### src/include/btps_pkg.sv
// Package for the board thermal and power supervisor
// Assumes a 250 MHz aclk and an AXI4-Lite register bus of 32-bit words
package btps_pkg;
  localparam int unsigned CLK_HZ          = 250_000_000;
  localparam int unsigned HOLD_SEC        = 4;
  localparam int unsigned HOLD_CYC        = HOLD_SEC * CLK_HZ;
  localparam int unsigned DEB_US          = 10;
  localparam int unsigned DEB_CYC         = (DEB_US * (CLK_HZ / 1_000_000));
  localparam int unsigned BLINK_MS        = 500;
  localparam int unsigned BLINK_CYC       = BLINK_MS * (CLK_HZ / 1000);
  localparam int unsigned TACH_MS         = 1000;
  localparam int unsigned TACH_CYC        = TACH_MS * (CLK_HZ / 1000);
  localparam int unsigned NUM_TACH        = 3;
  localparam int unsigned TEMP_W          = 8;
  localparam int unsigned TACH_W          = 16;
  localparam int unsigned TIME_W          = 32;

  // Register byte addresses
  localparam logic [7:0] REG_CTRL      = 8'h00;
  localparam logic [7:0] REG_FAN_THR   = 8'h04;
  localparam logic [7:0] REG_ALARM_THR = 8'h08;
  localparam logic [7:0] REG_WAKE_TIME = 8'h0c;
  localparam logic [7:0] REG_STATUS    = 8'h10;
  localparam logic [7:0] REG_TEMP      = 8'h14;
  localparam logic [7:0] REG_TACH0     = 8'h18;
  localparam logic [7:0] REG_TACH1     = 8'h1c;
  localparam logic [7:0] REG_TACH2     = 8'h20;
  localparam logic [7:0] REG_RTC       = 8'h24;

  // Control fields
  localparam int unsigned CTRL_ALARM_EN   = 0;
  localparam int unsigned CTRL_FAN_SAVE   = 1;
  localparam int unsigned CTRL_RTC_WAKE   = 2;
  localparam int unsigned CTRL_RING_WAKE  = 3;
  localparam int unsigned CTRL_W          = 4;
  localparam logic [3:0]  CTRL_RST        = 4'h0;
  localparam logic [7:0]  THR_RST         = 8'hff;

  // Status fields
  localparam int unsigned ST_ALARM    = 0;
  localparam int unsigned ST_INTRUDE  = 1;
  localparam int unsigned ST_SLEEP    = 2;
  localparam int unsigned ST_SUSPEND  = 3;
  localparam int unsigned ST_SOFT_OFF_STATE  = 4;
  localparam int unsigned ST_BACKUP   = 5;

  localparam logic [1:0] RESP_OKAY   = 2'b00;
  localparam logic [1:0] RESP_SLVERR = 2'b10;

  typedef enum logic [3:0] {
    BTPS_RUN     = 4'b0001,
    BTPS_SUSPEND = 4'b0010,
    BTPS_SOFT_OFF_STATE = 4'b0100,
    BTPS_OFF     = 4'b1000
  } btps_pwr_t;
endpackage

### src/hw/btps_top.sv
// Board thermal and power supervisor with AXI4-Lite registers
// Assumes all pin inputs synchronous to aclk; button input active low
//
// The placing of the registers and the AXI4-Lite register port were decided locally.
`timescale 1ns/1ps
`default_nettype none
// Function
// (RULE1) Backup fan on above user threshold
// (RULE2) Overheat logic runs without processor
// (RULE3) Alarm works only when enabled
// (RULE4) Alarm asserts above alarm temperature
// (RULE5) Alarm drives overheat fan and LED
// (RULE6) Alarm outputs latched until restart
// (RULE7) CPU fan on while power on; code stops it in soft-off, where power_on stays high
// (RULE8) CPU fan may stop in sleep
// (RULE9) Intrusion latched, reported at power-on
// (RULE10) Power LED blinks slowly in suspend
// (RULE11) Key press wakes, LED steady
// (RULE12) Button press while running enters soft-off
// (RULE13) Button press in soft-off wakes
// (RULE14) Four-second hold removes all power
// (RULE15) RTC alarm wakes at programmed time
// (RULE16) Modem ring wakes from soft-off
// (RULE17) Tach measured on three headers only
// (RULE18) Button debounced; long hold only powers off
module btps_top
  import btps_pkg::*;
#(
  parameter int unsigned HOLD_CYCLES  = HOLD_CYC,
  parameter int unsigned BLINK_CYCLES = BLINK_CYC,
  parameter int unsigned TACH_CYCLES  = TACH_CYC,
  parameter int unsigned RTC_CYCLES   = CLK_HZ
)
(
  input  wire logic                aclk,
  input  wire logic                aresetn,
  input  wire logic [7:0]          s_axi_awaddr,
  input  wire logic                s_axi_awvalid,
  output logic                     s_axi_awready,
  input  wire logic [31:0]         s_axi_wdata,
  input  wire logic [3:0]          s_axi_wstrb,
  input  wire logic                s_axi_wvalid,
  output logic                     s_axi_wready,
  output logic [1:0]               s_axi_bresp,
  output logic                     s_axi_bvalid,
  input  wire logic                s_axi_bready,
  input  wire logic [7:0]          s_axi_araddr,
  input  wire logic                s_axi_arvalid,
  output logic                     s_axi_arready,
  output logic [31:0]              s_axi_rdata,
  output logic [1:0]               s_axi_rresp,
  output logic                     s_axi_rvalid,
  input  wire logic                s_axi_rready,
  input  wire logic [TEMP_W-1:0]   cpu_temp,
  input  wire logic                cpu_sleep,
  input  wire logic                cpu_suspend,
  input  wire logic                key_press,
  input  wire logic                pwr_btn_n,
  input  wire logic                modem_ring,
  input  wire logic                intrusion_sw,
  input  wire logic [NUM_TACH-1:0] fan_tach,
  output logic                     backup_fan,
  output logic                     overheat_fan,
  output logic                     overheat_led,
  output logic                     cpu_fan,
  output logic                     power_led,
  output logic                     power_on,
  output logic                     soft_off_state,
  output logic                     wake_cpu
);
  localparam logic [31:0] HOLD_MAX  = 32'(HOLD_CYCLES - 1);
  localparam logic [31:0] BLINK_MAX = 32'(BLINK_CYCLES - 1);
  localparam logic [31:0] TACH_MAX  = 32'(TACH_CYCLES - 1);
  localparam logic [31:0] RTC_MAX   = 32'(RTC_CYCLES - 1);
  localparam logic [15:0] DEB_MAX   = 16'(DEB_CYC - 1);

  logic [CTRL_W-1:0]  ctrl_r;
  logic [TEMP_W-1:0]  fan_thr_r;
  logic [TEMP_W-1:0]  alarm_thr_r;
  logic [TIME_W-1:0]  wake_time_r;
  logic [TIME_W-1:0]  rtc_r;
  logic [31:0]        rtc_div_r;
  logic               alarm_r;
  logic               intrude_r;
  btps_pwr_t          pwr_r;
  logic               btn_stable_r;
  logic [15:0]        deb_cnt_r;
  logic [31:0]        hold_cnt_r;
  logic               hold_fired_r;
  logic               btn_prev_r;
  logic [31:0]        blink_cnt_r;
  logic               blink_r;
  logic [31:0]        tach_cnt_r;
  logic               tach_end;
  logic [TACH_W-1:0]  tach_val [NUM_TACH];
  logic               short_press;
  logic               rtc_hit;
  logic               ring_wake;
  logic               wake_any;
  logic               aw_ok_r;
  logic               w_ok_r;
  logic [7:0]         awaddr_r;
  logic [31:0]        wdata_r;
  logic [3:0]         wstrb_r;
  logic               wr_fire;
  logic               wr_hit;

  // Write channel capture, either order
  assign s_axi_awready = !aw_ok_r && !s_axi_bvalid;
  assign s_axi_wready  = !w_ok_r && !s_axi_bvalid;
  assign wr_fire       = aw_ok_r && w_ok_r && !s_axi_bvalid;
  assign wr_hit        = (awaddr_r == REG_CTRL) || (awaddr_r == REG_FAN_THR)
                      || (awaddr_r == REG_ALARM_THR) || (awaddr_r == REG_WAKE_TIME)
                      || (awaddr_r == REG_STATUS);

  always_ff @(posedge aclk)
  begin
    if (!aresetn)
    begin
      aw_ok_r      <= 1'b0;
      w_ok_r       <= 1'b0;
      awaddr_r     <= 8'h00;
      wdata_r      <= 32'h0000_0000;
      wstrb_r      <= 4'h0;
      s_axi_bvalid <= 1'b0;
      s_axi_bresp  <= RESP_OKAY;
    end
    else
    begin
      if (s_axi_awvalid && s_axi_awready)
      begin
        aw_ok_r  <= 1'b1;
        awaddr_r <= {s_axi_awaddr[7:2], 2'b00};
      end
      if (s_axi_wvalid && s_axi_wready)
      begin
        w_ok_r  <= 1'b1;
        wdata_r <= s_axi_wdata;
        wstrb_r <= s_axi_wstrb;
      end
      if (wr_fire)
      begin
        aw_ok_r      <= 1'b0;
        w_ok_r       <= 1'b0;
        s_axi_bvalid <= 1'b1;
        s_axi_bresp  <= wr_hit ? RESP_OKAY : RESP_SLVERR;
      end
      else if (s_axi_bvalid && s_axi_bready)
        s_axi_bvalid <= 1'b0;
    end
  end

  // Configuration registers
  always_ff @(posedge aclk)
  begin
    if (!aresetn)
    begin
      ctrl_r      <= CTRL_RST;
      fan_thr_r   <= THR_RST;
      alarm_thr_r <= THR_RST;
      wake_time_r <= 32'h0000_0000;
    end
    else if (wr_fire)
    begin
      if (awaddr_r == REG_CTRL && wstrb_r[0])
        ctrl_r <= wdata_r[CTRL_W-1:0];
      if (awaddr_r == REG_FAN_THR && wstrb_r[0])
        fan_thr_r <= wdata_r[TEMP_W-1:0];
      if (awaddr_r == REG_ALARM_THR && wstrb_r[0])
        alarm_thr_r <= wdata_r[TEMP_W-1:0];
      if (awaddr_r == REG_WAKE_TIME)
      begin
        for (int b = 0; b < 4; b++)
          if (wstrb_r[b])
            wake_time_r[b*8 +: 8] <= wdata_r[b*8 +: 8];
      end
    end
  end

  // Read channel
  assign s_axi_arready = !s_axi_rvalid;

  always_ff @(posedge aclk)
  begin
    if (!aresetn)
    begin
      s_axi_rvalid <= 1'b0;
      s_axi_rdata  <= 32'h0000_0000;
      s_axi_rresp  <= RESP_OKAY;
    end
    else if (s_axi_arvalid && s_axi_arready)
    begin
      s_axi_rvalid <= 1'b1;
      s_axi_rresp  <= RESP_OKAY;
      s_axi_rdata  <= 32'h0000_0000;
      unique case ({s_axi_araddr[7:2], 2'b00})
        REG_CTRL:      s_axi_rdata <= 32'(ctrl_r);
        REG_FAN_THR:   s_axi_rdata <= 32'(fan_thr_r);
        REG_ALARM_THR: s_axi_rdata <= 32'(alarm_thr_r);
        REG_WAKE_TIME: s_axi_rdata <= wake_time_r;
        REG_STATUS:    s_axi_rdata <= 32'({backup_fan, soft_off_state,
                                           pwr_r == BTPS_SUSPEND, cpu_sleep,
                                           intrude_r, alarm_r});
        REG_TEMP:      s_axi_rdata <= 32'(cpu_temp);
        REG_TACH0:     s_axi_rdata <= 32'(tach_val[0]);
        REG_TACH1:     s_axi_rdata <= 32'(tach_val[1]);
        REG_TACH2:     s_axi_rdata <= 32'(tach_val[2]);
        REG_RTC:       s_axi_rdata <= rtc_r;
        default:       s_axi_rresp <= RESP_SLVERR;
      endcase
    end
    else if (s_axi_rvalid && s_axi_rready)
      s_axi_rvalid <= 1'b0;
  end

  // Thermal: free-running, independent of processor state
  always_ff @(posedge aclk)
  begin
    if (!aresetn)
      backup_fan <= 1'b0;
    else
      backup_fan <= (cpu_temp > fan_thr_r); // RULE1 RULE2
  end

  always_ff @(posedge aclk)
  begin
    if (!aresetn)
      alarm_r <= 1'b0; // RULE6
    else if (ctrl_r[CTRL_ALARM_EN] && cpu_temp > alarm_thr_r) // RULE3 RULE4
      alarm_r <= 1'b1; // RULE6
  end

  assign overheat_fan = alarm_r; // RULE5
  assign overheat_led = alarm_r; // RULE5

  // Intrusion latch; cleared by writing one after reported at boot
  always_ff @(posedge aclk)
  begin
    if (!aresetn)
    begin
      intrude_r <= 1'b0;
    end
    else
    begin
      if (intrusion_sw)
        intrude_r <= 1'b1; // RULE9
      else if (wr_fire && awaddr_r == REG_STATUS && wstrb_r[0] && wdata_r[ST_INTRUDE])
        intrude_r <= 1'b0;
    end
  end

  // Button debounce
  always_ff @(posedge aclk)
  begin
    if (!aresetn)
    begin
      btn_stable_r <= 1'b0;
      deb_cnt_r    <= 16'h0000;
    end
    else if ((!pwr_btn_n) == btn_stable_r)
      deb_cnt_r <= 16'h0000;
    else if (deb_cnt_r == DEB_MAX)
    begin
      btn_stable_r <= !pwr_btn_n; // RULE18
      deb_cnt_r    <= 16'h0000;
    end
    else
      deb_cnt_r <= deb_cnt_r + 16'h0001;
  end

  // Hold timer and short-press detection on release
  always_ff @(posedge aclk)
  begin
    if (!aresetn)
    begin
      hold_cnt_r   <= 32'h0000_0000;
      hold_fired_r <= 1'b0;
      btn_prev_r   <= 1'b0;
    end
    else
    begin
      btn_prev_r <= btn_stable_r;
      if (!btn_stable_r)
      begin
        hold_cnt_r   <= 32'h0000_0000;
        hold_fired_r <= 1'b0;
      end
      else if (hold_cnt_r == HOLD_MAX)
        hold_fired_r <= 1'b1; // RULE14
      else
        hold_cnt_r <= hold_cnt_r + 32'h0000_0001;
    end
  end

  assign short_press = btn_prev_r && !btn_stable_r && !hold_fired_r; // RULE18

  // Real time clock, one tick per second
  always_ff @(posedge aclk)
  begin
    if (!aresetn)
    begin
      rtc_div_r <= 32'h0000_0000;
      rtc_r     <= 32'h0000_0000;
    end
    else if (rtc_div_r == RTC_MAX)
    begin
      rtc_div_r <= 32'h0000_0000;
      rtc_r     <= rtc_r + 32'h0000_0001;
    end
    else
      rtc_div_r <= rtc_div_r + 32'h0000_0001;
  end

  assign rtc_hit   = ctrl_r[CTRL_RTC_WAKE] && (rtc_r == wake_time_r); // RULE15
  assign ring_wake = ctrl_r[CTRL_RING_WAKE] && modem_ring; // RULE16
  assign wake_any  = short_press || rtc_hit || ring_wake;

  // Power state machine
  always_ff @(posedge aclk)
  begin
    if (!aresetn)
      pwr_r <= BTPS_RUN;
    else if (hold_fired_r)
      pwr_r <= BTPS_OFF; // RULE14
    else
    begin
      unique case (pwr_r)
        BTPS_RUN:
        begin
          if (short_press)
            pwr_r <= BTPS_SOFT_OFF_STATE; // RULE12
          else if (cpu_suspend)
            pwr_r <= BTPS_SUSPEND; // RULE10
        end
        BTPS_SUSPEND:
        begin
          if (key_press || !cpu_suspend)
            pwr_r <= BTPS_RUN; // RULE11
          else if (short_press)
            pwr_r <= BTPS_SOFT_OFF_STATE;
        end
        BTPS_SOFT_OFF_STATE:
        begin
          if (wake_any)
            pwr_r <= BTPS_RUN; // RULE13 RULE15 RULE16
        end
        BTPS_OFF:
        begin
          if (short_press)
            pwr_r <= BTPS_RUN;
        end
        default: pwr_r <= BTPS_RUN;
      endcase
    end
  end

  // Suspend blink
  always_ff @(posedge aclk)
  begin
    if (!aresetn)
    begin
      blink_cnt_r <= 32'h0000_0000;
      blink_r     <= 1'b1;
    end
    else if (pwr_r != BTPS_SUSPEND)
    begin
      blink_cnt_r <= 32'h0000_0000;
      blink_r     <= 1'b1; // RULE11
    end
    else if (blink_cnt_r == BLINK_MAX)
    begin
      blink_cnt_r <= 32'h0000_0000;
      blink_r     <= !blink_r; // RULE10
    end
    else
      blink_cnt_r <= blink_cnt_r + 32'h0000_0001;
  end

  // Outputs
  always_ff @(posedge aclk)
  begin
    if (!aresetn)
    begin
      power_on       <= 1'b1;
      soft_off_state <= 1'b0;
      cpu_fan        <= 1'b1;
      power_led      <= 1'b1;
      wake_cpu       <= 1'b0;
    end
    else
    begin
      power_on       <= (pwr_r != BTPS_OFF); // RULE14
      soft_off_state <= (pwr_r == BTPS_SOFT_OFF_STATE); // RULE12
      cpu_fan        <= (pwr_r == BTPS_RUN || pwr_r == BTPS_SUSPEND)
                        && !(cpu_sleep && ctrl_r[CTRL_FAN_SAVE]); // RULE7 RULE8
      power_led      <= (pwr_r == BTPS_SUSPEND) ? blink_r : (pwr_r == BTPS_RUN);
      wake_cpu       <= (pwr_r == BTPS_SUSPEND && key_press); // RULE11
    end
  end

  // Tach measurement window
  always_ff @(posedge aclk)
  begin
    if (!aresetn)
      tach_cnt_r <= 32'h0000_0000;
    else if (tach_end)
      tach_cnt_r <= 32'h0000_0000;
    else
      tach_cnt_r <= tach_cnt_r + 32'h0000_0001;
  end

  assign tach_end = (tach_cnt_r == TACH_MAX);

  for (genvar i = 0; i < NUM_TACH; i++)
  begin : g_tach
    btps_tach u_tach
    (
      .aclk       (aclk),
      .aresetn    (aresetn),
      .window_end (tach_end),
      .tach_in    (fan_tach[i]),
      .rpm_count  (tach_val[i])
    ); // RULE17
  end
endmodule
`default_nettype wire

### src/hw/btps_tach.sv
// Tachometer pulse counter for one monitored fan header
// Assumes tach input synchronous to aclk, one pulse per edge counted
`timescale 1ns/1ps
`default_nettype none
module btps_tach
  import btps_pkg::*;
(
  input  wire logic              aclk,
  input  wire logic              aresetn,
  input  wire logic              window_end,
  input  wire logic              tach_in,
  output logic [TACH_W-1:0]      rpm_count
);
  logic              tach_d_r;
  logic [TACH_W-1:0] cnt_r;

  always_ff @(posedge aclk)
  begin
    if (!aresetn)
    begin
      tach_d_r  <= 1'b0;
      cnt_r     <= '0;
      rpm_count <= '0;
    end
    else
    begin
      tach_d_r <= tach_in;
      if (window_end)
      begin
        rpm_count <= cnt_r;
        cnt_r     <= '0;
      end
      else if (tach_in && !tach_d_r && cnt_r != '1)
        cnt_r <= cnt_r + 1'b1;
    end
  end
endmodule
`default_nettype wire

### config.mk
export PLATFORM = sky130hd
export DESIGN_NAME = btps_top
export DESIGN_NICKNAME = d
export VERILOG_FILES = /design/src/include/btps_pkg.sv /design/src/hw/btps_top.sv /design/src/hw/btps_tach.sv
export SDC_FILE = /design/constraint.sdc
export NUM_CORES = 1
export LEC_CHECK = 0
export BUFFER_PORTS_ARGS = -buffer_cell sky130_fd_sc_hd__buf_4
export CORE_UTILIZATION = 55
export CTS_CLUSTER_SIZE = 20
export DETAILED_ROUTE_END_ITERATION = 8
export PLACE_DENSITY_LB_ADDON = 0.12
export SETUP_SLACK_MARGIN = 0.02
export SYNTH_ARGS = -nofsm -noshare
export SYNTH_HDL_FRONTEND = slang
export SYNTH_HIERARCHICAL = 1
export SYNTH_SLANG_ARGS = --single-unit
### constraint.sdc
create_clock -name aclk -period 1.9 [get_ports aclk]
set_input_delay 0 -clock aclk [delete_from_list [all_inputs] [get_ports aclk]]
set_output_delay 0 -clock aclk [all_outputs]
set_load 0.1 [all_outputs]
Word-level counts from Yosys, hierarchy flattened
Cells that the tools add are included.
{"block": "totals", "regBits": 425, "latchBits": 0, "ram_bits": 0, "mem_bits_ro": 0, "in_bits": 76, "out_inout_bits": 49, "n_memories": 0}
{"block": "classes", "n_addsub": 9, "n_mul": 0, "div_mod_pow": 0, "magnitude_cmp": 2, "eq_ne": 37, "shift": 0, "muxes": 18, "bitwise_logic": 2, "reduce_logical": 74}
{"op": "32-bit one-hot mux with 10 select lines", "n": 1}
{"op": "32-bit by 1-bit adder with 32-bit output (second input constant)", "n": 5}
{"op": "16-bit by 1-bit adder with 16-bit output (second input constant)", "n": 4}
{"op": "32-bit by 28-bit equality test with 1-bit output (second input constant)", "n": 2}
{"op": "16-bit != test (second input constant)", "n": 3}
{"op": "32-bit by 27-bit equality test with 1-bit output (second input constant)", "n": 1}
{"op": "32-bit by 30-bit equality test with 1-bit output (second input constant)", "n": 1}
{"op": "32-bit equality test", "n": 1}
{"op": "6-bit by 3-bit equality test with 1-bit output (second input constant)", "n": 5}
{"op": "1-bit logical AND", "n": 29}
{"op": "4-bit two-way mux", "n": 7}
{"op": "6-bit by 2-bit equality test with 1-bit output (second input constant)", "n": 4}
{"op": "16-bit by 12-bit equality test with 1-bit output (second input constant)", "n": 1}
{"op": "8-bit greater-than comparator", "n": 2}
{"op": "4-bit one-hot mux with 4 select lines", "n": 1}
{"op": "1-bit logical NOT", "n": 13}
{"op": "6-bit by 1-bit equality test with 1-bit output (second input constant)", "n": 2}
{"op": "6-bit by 4-bit equality test with 1-bit output (second input constant)", "n": 2}
{"op": "3-bit != test (second input constant)", "n": 4}
{"op": "4-bit != test (second input constant)", "n": 3}
{"op": "3-bit AND reduction", "n": 4}
{"op": "2-bit AND reduction", "n": 5}
{"op": "10-bit OR reduction", "n": 1}
{"op": "2-bit OR reduction", "n": 5}
{"op": "16 further kinds", "n": 36}

Depth between registers and ports, before layout
{"block": "logic_depth", "ltp_word": 8, "depth_mapped": 9}

Modules after synthesis
The synthesis kept the hierarchy.
{"mod": "btps_top", "n_inst": 1, "cells_each": 1758, "area_each_um2": 15067.0, "seq_area_each_um2": 6486.2}
{"mod": "btps_tach", "n_inst": 3, "cells_each": 151, "area_each_um2": 1497.7, "seq_area_each_um2": 660.6}

Worst setup path before layout
OpenSTA, ideal clock, no wires.
{"block": "synth_path", "kind": "flip-flop to flip-flop", "startpoint": "register s_axi_bvalid", "endpoint": "register wdata_r[14]", "setup_time_ns": 0.076, "t_arrival_ns": 3.143, "t_required_ns": 1.824, "path_slack_ns": -1.318, "stages_incl_launch_ff": 7, "n_path_buf": 2, "synth_period_minus_slack_ns": 3.218, "cell_sequence": "dfxtp_1 > nor2_1 > and2_1 > clkbuf_1 > buf_1 > nand2_1 > a21boi_0"}
{"block": "synth_via", "elab_chain_len": 3}
{"element": "start: declaration", "line_no": "btps_top.sv:45", "source": "output logic s_axi_bvalid,"}
{"element": "start signal: assignment", "line_no": "btps_top.sv:125", "source": "s_axi_bvalid <= 1'b0;"}
{"element": "start signal: assignment", "line_no": "btps_top.sv:145", "source": "s_axi_bvalid <= 1'b1;"}
{"element": "start signal: assignment", "line_no": "btps_top.sv:149", "source": "s_axi_bvalid <= 1'b0;"}
{"element": "1-bit logical NOT", "line_no": "btps_top.sv:110", "source": "assign s_axi_wready = !w_ok_r && !s_axi_bvalid;"}
{"element": "1-bit logical AND", "line_no": "btps_top.sv:110"}
{"element": "net s_axi_wready", "line_no": "btps_top.sv:43", "source": "output logic s_axi_wready,"}
{"element": "1-bit logical AND", "line_no": "btps_top.sv:135", "source": "if (s_axi_wvalid && s_axi_wready)"}
{"element": "end signal: assignment", "line_no": "btps_top.sv:138", "source": "wdata_r <= s_axi_wdata;"}
{"element": "end: declaration", "line_no": "btps_top.sv:103", "source": "logic [31:0] wdata_r;"}
The timed path passes the listed nets, and every way through them passes these cells.
A chain may end at the register's enable or synchronous reset.

Worst setup path after layout
{"block": "layout_path", "startpoint": "register tach_cnt_r[24]", "endpoint": "register tach_cnt_r[25]"}
{"block": "layout_via", "elab_chain_len": 2}
{"element": "start: declaration", "line_no": "btps_top.sv:93", "source": "logic [31:0] tach_cnt_r;"}
{"element": "start signal: assignment", "line_no": "btps_top.sv:409", "source": "tach_cnt_r <= tach_cnt_r + 32'h0000_0001;"}
{"element": "32-bit by 28-bit equality test with 1-bit output", "line_no": "btps_top.sv:412", "source": "assign tach_end = (tach_cnt_r == TACH_MAX);"}
{"element": "net tach_end", "line_no": "btps_top.sv:94", "source": "logic tach_end;"}
{"element": "2-bit OR reduction (no source line)"}
The timed path passes the listed nets, and every way through them passes these cells.

==> metrics.txt <==
switching part of the total 22.9%; share of cells above drive strength 1 between 20% and 30%; main combinational cell family by area after synthesis simple AND/OR/NAND/NOR gates; worst hold path type in -> reg; final worst hold slack -0.0302 ns; period utilisation layout 111%; initial antenna violation count 0; Post-Synth Adder-Cell Area 1.60%; Final WS setup -0.205 ns; Critical Path RT around 2.4 ns; DRT Pass-1 Iters 7; critical path endpoint category flop; Yosys cell types a little under 70; H-tree levels 2; # Max-Cap Violations 0; Placeable Area between 30000 and 40000 sq um; CTS Buf Count between 40 and 50; clock skew 0.0170 ns; vias per cell approximately 5.7; Synth Flop Type dfxtp_1; gr usage total 28.6%; XOR/XNOR share of the synthesized area just over 8%; Final HPWL DP 35800 um; final setup vio count around 160; Row Count ~70; total power approximately 19 mW; Arrival @ worst endpoint 2.55 ns; CP delay by family, top simple AND/OR/NAND/NOR gates; Max FO, Critical Path 7; switching power 4.31 mW; Max Clk Rate between 400 and 500 MHz; setup TNS -14.42 ns; RSZ-0062 raised after global routing true; die area around 36000 sq um; Worst Max-Slew Pin Slew roughly 0.5 ns; DRT antenna net count 0; Vias 17500; crit path cell chain nor4_4, nand2_1, nor4_2, and4_4, clkbuf_16, nand2b_4, clkbuf_16, nor2_4; violated checks hold timing, setup timing; Starting DRT DRC Count between 1000 and 1500; root buffer selected by CTS clkbuf_16; Clock Latency Late Sink 0.57 ns; ys async rst share 0%; Internal roughly 14 mW; WL final approximately 54000 um; CTS clk-pin slew, worst paths 0.06 ns; Die X around 190 um; Seq/Total Area, Yosys 43.3%; P_leak between 9 and 10 nW; first-pass GRT wire length between 80000 and 90000 um; drt wl/cell 17.7 um; PD cells between 700 and 800 nW/um^2; Final nets about 2700; number of synthesized flops with an enable pin 0; crit path kind reg -> reg; status finished with violations; syn_area_per_cell between 8 and 9 sq um; cell count after synthesis ~2200; Longest Clk Path Bufs 3; Flop pwr share about half; post-synthesis compound-gate area fraction 11.3%; GP Congestion 0.888; Yosys Warn Count 6; Critical Path Start Type flop; # port buffers ~120; min cycle time layout 2.10 ns; synthesis-stage register bit count between 400 and 500; mux contribution to synthesized area roughly 5.7%; synthesis-to-finish area growth 32.2%; DRC Markers 0; Pins Over Slew Limit 0; via count of the first global-routing pass 16900; most frequent cells in the layout 394 x dfxtp_1, 314 x buf_4, 253 x nand2_1, 138 x nor2_1, 123 x nand3_1; most common cell after layout, fill and taps aside dfxtp_1; initial cell density of the core around 56%; slowest stage delay, CP around 0.39 ns; # IOs 125; Die Y ~190 um; Mapped Area about 20000 sq um; clock power share approximately 45%; worst path bufs/invs 2; Slew Limit Headroom ~66%; largest net degree at the start of global routing 54; Synth Area in Simple Gates a little over a quarter; Clock Sinks between 400 and 500; Comb pwr share under 10%; Filler Cell Count roughly 2400; most used cell, CP clkbuf_16; total grt overflow 0; CTS tree yes; final hold vios 27; slowest stage cell, crit path and4_4; Peak VDD IR 797 uV; total inserted antenna cells 0
## logic make-up (layout without fill, tap and decap cells)
logic type,count (synthesis),in the layout
AOI/OAI and AO/OA,333,333
adders and majority gates,25,25
muxes,107,107
other,1,2
DFF,423,423
and+or+nand+nor,994,995
buffers and inverters,146,547
xor gates and xnor gates,182,182
## worst min-delay path, stage by stage
cell	delay, ns
buf_4	0.08
nand2_1	0.05
buf_6	0.20
nand2_1	0.09
a21boi_0	0.06
## metal layers
layer | share of wire, % | wire (um) | GRT usage (%) | vias up
met3 | 4.8 | 2580 | 3.70 | 100
met5 | 0 | 0 | 0 | -
li1 | - | - | - | 8482
met4 | 2.6 | 1380 | 10.2 | 0
met1 | 43 | 23500 | 36.6 | 8459
met2 | 49 | 26800 | 49.0 | 460
## final cells by class
class	count	area, sq um	area share (%)
Clock buffer	66	1340	5.16
Clock inverter	12	90.1	0.348
Inverter	41	158	0.610
Multi-Input combinational cell	1644	11400	44.2
Sequential cell	423	8510	32.9
Tap cell	455	569	2.20
Timing Repair Buffer	428	3760	14.6
## Yosys cell counts (16+ instances only)
| cell type | count | area share, % |
|---|---|---|
| xor2_1 | 102 | 4.6 |
| mux2_2 | 19 | 1.1 |
| nor3_1 | 36 | 0.92 |
| and2_1 | 61 | 2.0 |
| dfxtp_1 | 423 | 43 |
| or4_1 | 21 | 0.81 |
| ha_1 | 25 | 1.6 |
| nand4_1 | 47 | 1.5 |
| nand2_1 | 257 | 4.9 |
| o31ai_1 | 25 | 0.96 |
| a21oi_1 | 75 | 1.9 |
| mux2i_1 | 86 | 4.4 |
| or3_1 | 32 | 1.0 |
| nor2_1 | 177 | 3.4 |
| inv_1 | 41 | 0.79 |
| o21ai_0 | 59 | 1.5 |
| xnor2_1 | 80 | 3.6 |
| nor4_1 | 20 | 0.64 |
| buf_2 | 16 | 0.41 |
| clkbuf_1 | 71 | 1.4 |
| a21boi_0 | 64 | 2.5 |
| nand3_1 | 129 | 3.3 |
| and3_1 | 40 | 1.3 |
| and4_1 | 17 | 0.76 |
| a22oi_1 | 30 | 1.2 |
| nor2b_1 | 92 | 2.9 |
## sequential cells by signal, summed over array words and instances (netlist names), 32 cells and up
name / count
hold_cnt_r: 32
g_tach.u_tach/cnt_r: 48
g_tach.u_tach/rpm_count: 48
s_axi_rdata: 32
rtc_div_r: 32
tach_cnt_r: 32
wdata_r: 32
blink_cnt_r: 32
wake_time_r: 32
rtc_r: 32
## repair_timing
item	in CTS	in global routing
buffers inserted	9	15
pin swaps	49	60
gates resized for setup	68	181
hold buffers	62	0
setup endpoints to repair	212	250
endpoints found under the hold margin	122	0
cloned	2	7
## power groups by stage
stage	Sequential [mW]	Clock (mW)	Combinational, mW
after global routing	9.11	8.98	1.31
after global placement	9.28	0	0.973
after detailed placement	9.28	0	0.988
after floorplan	9.33	0	0.557
after CTS	9.09	8.61	1.12
final	9.10	8.47	1.22
## stage by stage
step,hold slack (ns),setup WS (ns),cells,area [sq um],util (%)
CTS,0.00125,-0.148,3048,24900,71.5
detailed placement,0.234,-0.278,2897,22400,64.5
global placement,0.228,-0.217,2897,22400,64.5
global route,0.00550,-0.273,3069,25900,74.3
finish,-0.0302,-0.205,3069,25900,74.3
floorplan,0.122,-0.192,2212,19800,-
## final timing paths
path / from / endpoint / slack, ns / cells after the start
setup / recovery: tach_cnt_r[24] / tach_cnt_r[25] / -0.20 / 8
hold / removal: s_axi_wvalid / wdata_r[10] / -0.03 / 5
setup reg to reg: tach_cnt_r[24] / tach_cnt_r[25] / -0.20 / 8
hold reg to reg: s_axi_rdata[2] / s_axi_rdata[2] / 0.46 / 2
No activity file was read; power rests on OpenSTA's default activity.
